<file path="src/rtl/igp_pkg.sv">
package igp_pkg;
   // ------------------------------------------------------------------
   // address map
   // ------------------------------------------------------------------
   localparam int IGP_NPORTS = 3;
   localparam int IGP_W0 = 11;
   localparam int IGP_W1 = 15;
   localparam int IGP_W2 = 16;
   localparam int IGP_PINS = IGP_W0 + IGP_W1 + IGP_W2;
   localparam int IGP_LSB1 = IGP_W0;
   localparam int IGP_LSB2 = IGP_W0 + IGP_W1;
   // port bases are word indices; byte address is four times the index
   localparam logic [15:0] IGP_BASE0 = 16'hfca0;
   localparam logic [15:0] IGP_BASE1 = 16'hfcc0;
   localparam logic [15:0] IGP_BASE2 = 16'hfce0;
   localparam int IGP_BLK_LSB = 5;
   localparam int IGP_ADR_W = 18;

   // ------------------------------------------------------------------
   // register indices within one port
   // ------------------------------------------------------------------
   localparam logic [3:0] IGP_PIN_DIRECTION = 4'h0;
   localparam logic [3:0] IGP_OUTPUT_VALUE = 4'h1;
   localparam logic [3:0] IGP_PIN_LEVEL = 4'h2;
   localparam logic [3:0] IGP_FALL_IRQ_ENABLE = 4'h3;
   localparam logic [3:0] IGP_RISE_IRQ_ENABLE = 4'h4;
   localparam logic [3:0] IGP_EDGE_PENDING = 4'h5;
   localparam logic [3:0] IGP_OUTPUT_SET_STROBE = 4'h6;
   localparam logic [3:0] IGP_OUTPUT_CLEAR_STROBE = 4'h7;
   localparam logic [3:0] IGP_BITMAP_CONFIG = 4'h8;
   localparam logic [3:0] IGP_SINGLE_BIT_ACCESS_A = 4'h9;
   localparam logic [3:0] IGP_SINGLE_BIT_ACCESS_B = 4'ha;
   localparam logic [3:0] IGP_PERIPHERAL_SELECT = 4'hb;
   localparam logic [3:0] IGP_IRQ_MASK = 4'hc;
   localparam logic [3:0] IGP_REG_LAST = 4'hc;

   // ------------------------------------------------------------------
   // bitmap_config fields and reset values
   // ------------------------------------------------------------------
   localparam int IGP_B_DAT_LSB = 12;
   localparam int IGP_B_PIN_LSB = 8;
   localparam int IGP_A_DAT_LSB = 4;
   localparam int IGP_A_PIN_LSB = 0;
   localparam logic [15:0] IGP_RST_VAL = 16'h0000;
   localparam logic [15:0] IGP_MASK_RST = 16'h0000;
endpackage : igp_pkg

</file>
<file path="src/rtl/igp_top.sv">
`timescale 1ns/100ps

// ----------------------------------------------------------------------
// one port
// ----------------------------------------------------------------------
module igp_port #(
   parameter int WIDTH = 16
) (
   input wire logic clk_i,
   input wire logic rst_i,
   input wire logic wr_i,
   input wire logic [3:0] idx_i,
   input wire logic [15:0] wdat_i,
   input wire logic [15:0] wmask_i,
   output logic [15:0] rdat_o,
   input wire logic [WIDTH-1:0] pin_i,
   output logic [WIDTH-1:0] pin_o,
   output logic [WIDTH-1:0] pin_oe_o,
   input wire logic [WIDTH-1:0] periph_out_i,
   input wire logic [WIDTH-1:0] periph_oe_i,
   output logic [WIDTH-1:0] periph_sel_o,
   output logic irq_req_o,
   output logic irq_masked_o
);
   import igp_pkg::*;

   // bits above the port width have no pin and read as zero, except in bitmap_config and the single-bit access reads
   localparam logic [31:0] VFULL = (32'h1 << WIDTH) - 32'h1;
   localparam logic [15:0] VMASK = VFULL[15:0];

   logic [15:0] dir, outv, fall_en, rise_en, pend, conf, psel, imask;
   logic [15:0] sync1, level, level_q;
   logic [15:0] pin16, rise_hit, fall_hit, edge_hit;
   logic [15:0] wd, next_dir, next_outv, next_pend;
   logic [15:0] eng_a_rd, eng_b_rd, eng_a_bit, eng_b_bit;
   logic [3:0] a_pin, a_dat, b_pin, b_dat;
   logic w_dir, w_out, w_fall, w_rise, w_pend, w_set, w_clr;
   logic w_conf, w_eng_a, w_eng_b, w_psel, w_mask;

   // ------------------------------------------------------------------
   // write strobes and data
   // ------------------------------------------------------------------
   assign wd = wdat_i & wmask_i & VMASK;
   assign w_dir = wr_i && idx_i == IGP_PIN_DIRECTION;
   assign w_out = wr_i && idx_i == IGP_OUTPUT_VALUE;
   assign w_fall = wr_i && idx_i == IGP_FALL_IRQ_ENABLE;
   assign w_rise = wr_i && idx_i == IGP_RISE_IRQ_ENABLE;
   assign w_pend = wr_i && idx_i == IGP_EDGE_PENDING;
   assign w_set = wr_i && idx_i == IGP_OUTPUT_SET_STROBE;
   assign w_clr = wr_i && idx_i == IGP_OUTPUT_CLEAR_STROBE;
   assign w_conf = wr_i && idx_i == IGP_BITMAP_CONFIG;
   assign w_eng_a = wr_i && idx_i == IGP_SINGLE_BIT_ACCESS_A;
   assign w_eng_b = wr_i && idx_i == IGP_SINGLE_BIT_ACCESS_B;
   assign w_psel = wr_i && idx_i == IGP_PERIPHERAL_SELECT;
   assign w_mask = wr_i && idx_i == IGP_IRQ_MASK;

   // ------------------------------------------------------------------
   // bit engines
   // ------------------------------------------------------------------
   assign a_pin = conf[IGP_A_PIN_LSB +: 4];
   assign a_dat = conf[IGP_A_DAT_LSB +: 4];
   assign b_pin = conf[IGP_B_PIN_LSB +: 4];
   assign b_dat = conf[IGP_B_DAT_LSB +: 4];
   // a pin index beyond the width selects nothing
   assign eng_a_bit = (16'h1 << a_pin) & VMASK;
   assign eng_b_bit = (16'h1 << b_pin) & VMASK;
   assign eng_a_rd = {15'h0, level[a_pin]} << a_dat;
   assign eng_b_rd = {15'h0, level[b_pin]} << b_dat;

   // output value: plain write, strobes, then engines; one per cycle
   always_comb begin
      next_outv = outv;
      if (w_out) begin
         next_outv = (outv & ~wmask_i) | wd;
      end else if (w_set) begin
         next_outv = outv | wd;
      end else if (w_clr) begin
         next_outv = outv & ~wd;
      end else if (w_eng_a && wmask_i != 16'h0) begin
         next_outv = wdat_i[a_dat] ? outv | eng_a_bit
                                   : outv & ~eng_a_bit;
      end else if (w_eng_b && wmask_i != 16'h0) begin
         next_outv = wdat_i[b_dat] ? outv | eng_b_bit
                                   : outv & ~eng_b_bit;
      end
   end

   assign next_dir = (dir & ~wmask_i) | wd;

   // ------------------------------------------------------------------
   // pin sampling and edge capture
   // ------------------------------------------------------------------
   assign pin16 = 16'(pin_i);
   assign rise_hit = level & ~level_q & rise_en;
   assign fall_hit = ~level & level_q & fall_en;
   assign edge_hit = (rise_hit | fall_hit) & VMASK;
   // an edge in the clearing cycle survives: set wins over clear
   assign next_pend = (pend & ~(w_pend ? wd : 16'h0)) | edge_hit;

   // two flops before anything looks at the pin
   always_ff @(posedge clk_i) begin
      if (rst_i) begin
         sync1 <= IGP_RST_VAL;
         level <= IGP_RST_VAL;
         level_q <= IGP_RST_VAL;
      end else begin
         sync1 <= pin16;
         level <= sync1;
         level_q <= level;
      end
   end

   // configuration and status registers
   always_ff @(posedge clk_i) begin
      if (rst_i) begin
         dir <= IGP_RST_VAL;
         outv <= IGP_RST_VAL;
         fall_en <= IGP_RST_VAL;
         rise_en <= IGP_RST_VAL;
         pend <= IGP_RST_VAL;
         conf <= IGP_RST_VAL;
         psel <= IGP_RST_VAL;
         imask <= IGP_MASK_RST;
      end else begin
         if (w_dir) dir <= next_dir;
         if (w_fall) fall_en <= (fall_en & ~wmask_i) | wd;
         if (w_rise) rise_en <= (rise_en & ~wmask_i) | wd;
         if (w_conf) conf <= (conf & ~wmask_i) | (wdat_i & wmask_i);
         if (w_psel) psel <= (psel & ~wmask_i) | wd;
         if (w_mask) imask <= (imask & ~wmask_i) | wd;
         outv <= next_outv;
         pend <= next_pend;
      end
   end

   // ------------------------------------------------------------------
   // pins, interrupts, read mux
   // ------------------------------------------------------------------
   // peripheral owns the pin while its select bit is set
   assign pin_o = (psel[WIDTH-1:0] & periph_out_i)
                  | (~psel[WIDTH-1:0] & outv[WIDTH-1:0]);
   assign pin_oe_o = (psel[WIDTH-1:0] & periph_oe_i)
                     | (~psel[WIDTH-1:0] & dir[WIDTH-1:0]);
   assign periph_sel_o = psel[WIDTH-1:0];
   assign irq_req_o = pend != 16'h0;
   assign irq_masked_o = (pend & imask) != 16'h0;

   always_comb begin
      case (idx_i)
         IGP_PIN_DIRECTION: rdat_o = dir;
         IGP_OUTPUT_VALUE: rdat_o = outv;
         IGP_PIN_LEVEL: rdat_o = level;
         IGP_FALL_IRQ_ENABLE: rdat_o = fall_en;
         IGP_RISE_IRQ_ENABLE: rdat_o = rise_en;
         IGP_EDGE_PENDING: rdat_o = pend;
         IGP_BITMAP_CONFIG: rdat_o = conf;
         IGP_SINGLE_BIT_ACCESS_A: rdat_o = eng_a_rd;
         IGP_SINGLE_BIT_ACCESS_B: rdat_o = eng_b_rd;
         IGP_PERIPHERAL_SELECT: rdat_o = psel;
         IGP_IRQ_MASK: rdat_o = imask;
         default: rdat_o = 16'h0; // strobes are write only
      endcase
   end

   // ------------------------------------------------------------------
   // checks
   // ------------------------------------------------------------------
   dir_reset_a: assert property (@(posedge clk_i)
      $past(rst_i) |-> dir == 16'h0 && pin_oe_o == '0)
      else $error("direction not cleared by reset");
   rise_set_a: assert property (@(posedge clk_i) disable iff (rst_i)
      (rise_hit != 16'h0) |=> (pend & $past(rise_hit)) == $past(rise_hit))
      else $error("rising edge lost");
   fall_set_a: assert property (@(posedge clk_i) disable iff (rst_i)
      (fall_hit != 16'h0) |=> (pend & $past(fall_hit)) == $past(fall_hit))
      else $error("falling edge lost");
   irq_cause_a: assert property (@(posedge clk_i) disable iff (rst_i)
      $rose(irq_req_o) |-> $past(edge_hit) != 16'h0)
      else $error("request rose without an edge");
   irq_hold_a: assert property (@(posedge clk_i) disable iff (rst_i)
      irq_req_o && !w_pend |=> irq_req_o)
      else $error("request dropped with bits pending");
   clear_only_a: assert property (@(posedge clk_i) disable iff (rst_i)
      w_pend |=> ((($past(pend) & ~$past(wd)) & ~pend) == 16'h0)
         && ((pend & $past(wd) & ~$past(edge_hit)) == 16'h0))
      else $error("pending clear hit wrong bits");
   set_strobe_a: assert property (@(posedge clk_i) disable iff (rst_i)
      w_set |=> outv == ($past(outv) | $past(wd)))
      else $error("set strobe wrong");
   clr_strobe_a: assert property (@(posedge clk_i) disable iff (rst_i)
      w_clr |=> outv == ($past(outv) & ~$past(wd)))
      else $error("clear strobe wrong");
   level_sync_a: assert property (@(posedge clk_i) disable iff (rst_i)
      !$past(rst_i) && !$past(rst_i, 2) |-> level == $past(pin16, 2))
      else $error("pin level not two samples late");
   pin_drive_a: assert property (@(posedge clk_i) disable iff (rst_i)
      ((pin_oe_o & ~psel[WIDTH-1:0]) ^ dir[WIDTH-1:0]
         & ~psel[WIDTH-1:0]) == '0)
      else $error("gpio enable does not follow direction");

   // a selected pin is wholly the peripheral's, value and enable
   psel_owner_a: assert property (@(posedge clk_i) disable iff (rst_i)
      ((pin_oe_o ^ periph_oe_i) & psel[WIDTH-1:0]) == '0
         && ((pin_o ^ periph_out_i) & psel[WIDTH-1:0]) == '0)
      else $error("peripheral pin not handed over");

   // gpio pins show the output value register
   out_value_a: assert property (@(posedge clk_i) disable iff (rst_i)
      ((pin_o ^ outv[WIDTH-1:0]) & ~psel[WIDTH-1:0]) == '0)
      else $error("gpio pin not driven from output value");

   // a full-word direction write lands as written, cut to the width
   dir_write_a: assert property (@(posedge clk_i) disable iff (rst_i)
      w_dir && wmask_i == 16'hffff |=> dir == ($past(wdat_i) & VMASK))
      else $error("direction write lost");

   // only a clear write may drop a pending bit
   pend_keep_a: assert property (@(posedge clk_i) disable iff (rst_i)
      !w_pend |=> (pend & $past(pend)) == $past(pend))
      else $error("pending bit dropped without a clear");

   // any captured edge raises the port request next cycle
   edge_irq_a: assert property (@(posedge clk_i) disable iff (rst_i)
      edge_hit != 16'h0 |=> irq_req_o)
      else $error("edge did not raise the request");

   // engine writes reach the selected output bit
   eng_a_write_a: assert property (@(posedge clk_i) disable iff (rst_i)
      w_eng_a && wmask_i != 16'h0 && a_pin < WIDTH
         |=> outv[$past(a_pin)] == $past(wdat_i[a_dat]))
      else $error("engine a write missed its pin");

   // second engine, same behaviour on its own fields
   eng_b_write_a: assert property (@(posedge clk_i) disable iff (rst_i)
      w_eng_b && wmask_i != 16'h0 && b_pin < WIDTH
         |=> outv[$past(b_pin)] == $past(wdat_i[b_dat]))
      else $error("engine b write missed its pin");
endmodule : igp_port

// ----------------------------------------------------------------------
// wishbone slave and the three ports
// ----------------------------------------------------------------------
module igp_top (
   input wire logic clk_i,
   input wire logic rst_i,
   input wire logic [igp_pkg::IGP_ADR_W-1:0] adr_i,
   input wire logic [31:0] dat_i,
   output logic [31:0] dat_o,
   input wire logic [3:0] sel_i,
   input wire logic we_i,
   input wire logic cyc_i,
   input wire logic stb_i,
   output logic ack_o,
   input wire logic [igp_pkg::IGP_PINS-1:0] pin_i,
   output logic [igp_pkg::IGP_PINS-1:0] pin_o,
   output logic [igp_pkg::IGP_PINS-1:0] pin_oe_o,
   input wire logic [igp_pkg::IGP_PINS-1:0] periph_out_i,
   input wire logic [igp_pkg::IGP_PINS-1:0] periph_oe_i,
   output logic [igp_pkg::IGP_PINS-1:0] periph_sel_o,
   output logic [igp_pkg::IGP_NPORTS-1:0] port_irq_o,
   output logic irq_o
);
   import igp_pkg::*;

   logic [15:0] word_adr, wmask, rmux;
   logic [15:0] rdat0, rdat1, rdat2;
   logic [3:0] reg_idx;
   logic [2:0] hit, wr, masked;
   logic req, reg_ok, wr_go;

   // ------------------------------------------------------------------
   // address decode
   // ------------------------------------------------------------------
   assign word_adr = adr_i[IGP_ADR_W-1:2];
   assign reg_idx = word_adr[3:0];
   assign reg_ok = !word_adr[4] && reg_idx <= IGP_REG_LAST;
   assign hit[0] = word_adr[15:IGP_BLK_LSB] == IGP_BASE0[15:IGP_BLK_LSB];
   assign hit[1] = word_adr[15:IGP_BLK_LSB] == IGP_BASE1[15:IGP_BLK_LSB];
   assign hit[2] = word_adr[15:IGP_BLK_LSB] == IGP_BASE2[15:IGP_BLK_LSB];
   assign req = cyc_i && stb_i;
   // writes land on the edge where the master sees ack
   assign wr_go = req && we_i && ack_o && reg_ok;
   assign wr = wr_go ? hit : 3'h0;
   assign wmask = {{8{sel_i[1]}}, {8{sel_i[0]}}};
   // unmapped or out-of-range words read as zero and still ack
   assign rmux = !reg_ok ? 16'h0 : hit[0] ? rdat0 : hit[1] ? rdat1 :
                 hit[2] ? rdat2 : 16'h0;
   assign irq_o = masked != 3'h0;

   // single-wait-state answer, dropped the cycle after
   always_ff @(posedge clk_i) begin
      if (rst_i) begin
         ack_o <= 1'b0;
         dat_o <= 32'h0;
      end else begin
         ack_o <= req && !ack_o;
         if (req && !ack_o) dat_o <= {16'h0, rmux};
      end
   end

   // ------------------------------------------------------------------
   // port instances
   // ------------------------------------------------------------------
   igp_port #(.WIDTH(IGP_W0)) u_port0 (
      .clk_i(clk_i), .rst_i(rst_i), .wr_i(wr[0]), .idx_i(reg_idx),
      .wdat_i(dat_i[15:0]), .wmask_i(wmask), .rdat_o(rdat0),
      .pin_i(pin_i[IGP_W0-1:0]), .pin_o(pin_o[IGP_W0-1:0]),
      .pin_oe_o(pin_oe_o[IGP_W0-1:0]),
      .periph_out_i(periph_out_i[IGP_W0-1:0]),
      .periph_oe_i(periph_oe_i[IGP_W0-1:0]),
      .periph_sel_o(periph_sel_o[IGP_W0-1:0]),
      .irq_req_o(port_irq_o[0]), .irq_masked_o(masked[0]));
   igp_port #(.WIDTH(IGP_W1)) u_port1 (
      .clk_i(clk_i), .rst_i(rst_i), .wr_i(wr[1]), .idx_i(reg_idx),
      .wdat_i(dat_i[15:0]), .wmask_i(wmask), .rdat_o(rdat1),
      .pin_i(pin_i[IGP_LSB1 +: IGP_W1]), .pin_o(pin_o[IGP_LSB1 +: IGP_W1]),
      .pin_oe_o(pin_oe_o[IGP_LSB1 +: IGP_W1]),
      .periph_out_i(periph_out_i[IGP_LSB1 +: IGP_W1]),
      .periph_oe_i(periph_oe_i[IGP_LSB1 +: IGP_W1]),
      .periph_sel_o(periph_sel_o[IGP_LSB1 +: IGP_W1]),
      .irq_req_o(port_irq_o[1]), .irq_masked_o(masked[1]));
   igp_port #(.WIDTH(IGP_W2)) u_port2 (
      .clk_i(clk_i), .rst_i(rst_i), .wr_i(wr[2]), .idx_i(reg_idx),
      .wdat_i(dat_i[15:0]), .wmask_i(wmask), .rdat_o(rdat2),
      .pin_i(pin_i[IGP_LSB2 +: IGP_W2]), .pin_o(pin_o[IGP_LSB2 +: IGP_W2]),
      .pin_oe_o(pin_oe_o[IGP_LSB2 +: IGP_W2]),
      .periph_out_i(periph_out_i[IGP_LSB2 +: IGP_W2]),
      .periph_oe_i(periph_oe_i[IGP_LSB2 +: IGP_W2]),
      .periph_sel_o(periph_sel_o[IGP_LSB2 +: IGP_W2]),
      .irq_req_o(port_irq_o[2]), .irq_masked_o(masked[2]));

   // ------------------------------------------------------------------
   // bus checks
   // ------------------------------------------------------------------
   ack_drop_a: assert property (@(posedge clk_i) disable iff (rst_i)
      ack_o |=> !ack_o)
      else $error("ack held two cycles");

   // every request is answered after exactly one wait state
   ack_answer_a: assert property (@(posedge clk_i) disable iff (rst_i)
      req && !ack_o |=> ack_o)
      else $error("request not answered after one wait state");

   // registers are 16 bits; the upper half of the word stays quiet
   dat_upper_a: assert property (@(posedge clk_i) disable iff (rst_i)
      ack_o |-> dat_o[31:16] == 16'h0)
      else $error("upper read data not zero");

   // strobes are write only, a read of them returns zero
   strobe_read_a: assert property (@(posedge clk_i) disable iff (rst_i)
      req && !ack_o && !we_i && (reg_idx == IGP_OUTPUT_SET_STROBE
         || reg_idx == IGP_OUTPUT_CLEAR_STROBE) |=> dat_o == 32'h0)
      else $error("strobe register read back nonzero");

   // the masked line never rises without a port request behind it
   irq_any_a: assert property (@(posedge clk_i) disable iff (rst_i)
      irq_o |-> port_irq_o != 3'h0)
      else $error("masked request without a port request");
endmodule : igp_top

</file>
<file path="config.mk">
export PLATFORM = sky130hd
export DESIGN_NAME = igp_top
export DESIGN_NICKNAME = d
export VERILOG_FILES = /design/src/rtl/igp_pkg.sv /design/src/rtl/igp_top.sv
export SDC_FILE = /design/constraint.sdc
export NUM_CORES = 2
export LEC_CHECK = 0
export BUFFER_PORTS_ARGS = -buffer_cell sky130_fd_sc_hd__buf_2
export CAP_MARGIN = 20
export CORE_MARGIN = 3
export CORE_UTILIZATION = 30
export CTS_CLUSTER_SIZE = 28
export DETAILED_ROUTE_END_ITERATION = 7
export GPL_TIMING_DRIVEN = 1
export SYNTH_ARGS = -nofsm -noshare
export SYNTH_HDL_FRONTEND = slang
export SYNTH_SLANG_ARGS = --single-unit
</file>
<file path="constraint.sdc">
create_clock -name clk_i -period 9 [get_ports clk_i]
set_clock_uncertainty 0.15 [all_clocks]
set_input_delay 2.25 -clock clk_i [delete_from_list [all_inputs] [get_ports clk_i]]
set_output_delay 2.25 -clock clk_i [all_outputs]
set_load 0.02 [all_outputs]
</file>
==> metrics.md <==
| Metric | Value |
|---|---|
| Final setup vio count | `0` |
| Design area | `about 0.033 mm2` |
| Non-filler instance count after layout | `between 4000 and 5000` |
| CTS clk-pin slew, worst paths | `~60 ps` |
| Final TNS setup | `0 ps` |
| Met1 Routed Length | `between 50000 and 60000 um` |
| Worst reg2reg setup slack | `around 5300 ps` |
| Total of fill cells in the finished design | `between 9000 and 10000` |
| Final hold slack | `about 280 ps` |
| Root Buffer | `clkbuf_16` |
| Placed wire-length estimate | `between 100000 and 150000 um` |
| Hold/Removal Path Class | `reg2reg` |
| Core ar. | `between 0.09 and 0.1 mm2` |
| Max VDD drop | `between 150 and 200 uV` |
| Std-Cell Rows | `111` |
| Die area | `0.0979 mm2` |
| Layout cell share with drive strength beyond 1 | `roughly 18%` |
| Commonest register cell after synthesis | `dfxtp_1` |
| 1st-iter DRT viols | `4939` |
| Worst-margin pin slew | `approximately 1200 ps` |
| CP endpoint kind | `register` |
| Met3 wire length | `about 19000 um` |
| Clock network power share | `between 40% and 50%` |
| Max-cap violations | `0` |
| Vert. Die Dim | `313 um` |
| Via density | `between 6 and 7` |
| Placed Cells incl. Taps | `approximately 4800` |
| WL/cell | `about 31 um` |
| Int Pwr | `roughly 4 mW` |
| Largest cells by area after synthesis | `dfxtp_1 (37%), nand2_1 (9.2%), a21oi_1 (6.1%), nor2b_1 (3.7%), mux4_2 (3.4%)` |
| Largest net degree at the start of global routing | `roughly 210` |
| WP data required | `9410 ps` |
| First-pass GRT wire length | `213000 um` |
| Bufs on Longest Clock Path | `3` |
| Io pins | `~350` |
| Signal arrival time at the worst endpoint | `roughly 6200 ps` |
| Clock H-tree levels | `2` |
| Share of the synthesized area in the top cell type | `approximately 37%` |
| Die X-Extent | `approximately 310 um` |
| Min Tclk post-route | `roughly 5800 ps` |
| Gates resized, CTS repair | `0` |
| Net count, final | `3847` |
| Setup CP Type | `in2reg` |
| Synth warn | `0` |
| Area growth syn-to-layout | `16.1%` |
| Setup repair bufs after CTS | `0` |
| Via count | `around 31000` |
| CTS tree | `yes` |
| RePlAce Congestion | `slightly above 1` |
| CTS Buf Count | `58` |
| #FFs+latches synth | `between 500 and 600` |
| Vias in the first global route | `~28000` |
| Final hold violations | `0` |
| Commonest non-fill, non-tap cell in the layout | `nand2_1` |
| FFs w/ async S/R, synth | `0%` |
| Starting Density | `between 30% and 40%` |
| Critical Path Source Type | `primary input` |
| Cts hold-fix bufs | `0` |
| Detailed-route DRC error count | `0` |
| Met2 WL post-DR | `61900 um` |
| Flop pwr share | `a little over two fifths` |
| Area after DPL | `between 0.03 and 0.04 mm2` |
| Routed WL | `152000 um` |
| Commonest non-fill, non-tap cells in the layout | `nand2_1 (689), dfxtp_1 (521), a21oi_1 (347)` |
| Initial antenna violation count | `14` |
| Logic pwr share | `under 10%` |
| Post-synth top area cell | `dfxtp_1` |
| Total global-route track usage | `29.5%` |
| Yosys cell types | `95` |
| Sequential-to-total area share from yosys stat | `between 30% and 40%` |
| Syn avg cell area | `about 8 um2` |
| Antenna Nets Post-Route | `0` |
| IO Port Bufs | `311` |
| EDFF count, synth | `0` |
| Status | `finished, final reports clean` |
| Max Fclk | `~170 MHz` |
| DR pass1 iterations | `7` |
| CP Max Fanout | `24` |
| Final Max Slew Viols | `0` |
| Net Sw Frac | `between 20% and 30%` |
| Gate Count Post-Synth | `between 3000 and 4000` |
| Synth Cell Area | `about 0.028 mm2` |
| CTS sink cnt | `approximately 520` |
| RSZ-0062 raised after global routing | `false` |
| Tot Pwr | `around 5.4 mW` |
| Switching Power | `1.35 mW` |
| Part of the cycle the worst path needs | `between 60% and 70%` |
| Clk_lat worst skew | `approximately 650 ps` |
| Remaining global-route overflow | `0` |
| Power Dens Cells | `around 160 mW/mm2` |
| Slew Limit Headroom | `approximately 19%` |
| Max Used Layer | `met5` |
| Leakage power | `~11 nW` |
[per-stage QoR]
step                worst slack [ps]  util [%]
finish                          3250      35.5
global route                    3270      35.5
CTS                             3490      35.4
detailed placement              2860      33.2
global placement                2890      33.1
floorplan                       4040         -
[power groups by stage]
stage / clock network, mW / logic (mW) / registers, mW
detailed placement: 0 / 0.343 / 2.40
floorplan: 0 / 0.170 / 2.39
global placement: 0 / 0.342 / 2.40
global route: 2.76 / 0.366 / 2.35
finish: 2.65 / 0.363 / 2.35
CTS: 2.67 / 0.344 / 2.35
[critical path, cell delays in order]
cell       delay, ps
buf_2            640
buf_4            380
nand4bb_1        580
nor2_2           890
nand3_2          330
nor3_1           270
a211oi_1          90
or4_1            540
a21oi_1          150
[layer usage]
layer  up-vias  global-route usage (%)
li1      13100                       -
met1     15000                    39.0
met2      2431                    42.2
met3       575                    8.65
met4         2                    18.0
met5         -                       0
[worst paths after layout]
kind                                        from                to  depth (start not counted)
worst min-delay path            u_port0.sync1[5]  u_port0.level[5]                          1
worst max-delay path                    adr_i[2]          register                          9
worst min register to register  u_port0.sync1[5]  u_port0.level[5]                          1
worst max register to register             ack_o          register                          7
[Yosys cell counts, types with 43 or more instances]
cell type	count
a221oi_1	65
a22oi_1	93
a31oi_1	83
buf_4	60
nand3b_1	93
a22o_1	44
dfxtp_1	521
nand4_1	47
clkbuf_1	182
nor3_1	58
nand2_1	689
nand3_1	102
a21oi_1	347
mux4_2	43
mux2_2	84
o21ai_0	106
nor2_1	156
nor2b_1	166
[cell families after synthesis]
group / synth area share (%)
AND/OR/NAND/NOR: 27.0
AO/OA/AOI/OAI: 22.7
flip-flops: 36.9
buffers and inverters: 5.22
multiplexers: 8.15
XOR/XNOR: 0.0310
other: 0.0133
[layout make-up]
class,instances,area [um2],area share (%)
multi-input combinational,2681,16500,50.3
clock buffer,82,1690,5.16
antenna,9,22.5,0.0686
timing repair buffer,383,2120,6.47
sequential,521,10400,31.8
tap,1243,1560,4.74
clock inverter,24,413,1.26
inverter,17,63.8,0.194
Power figures use the tool's default switching activity.
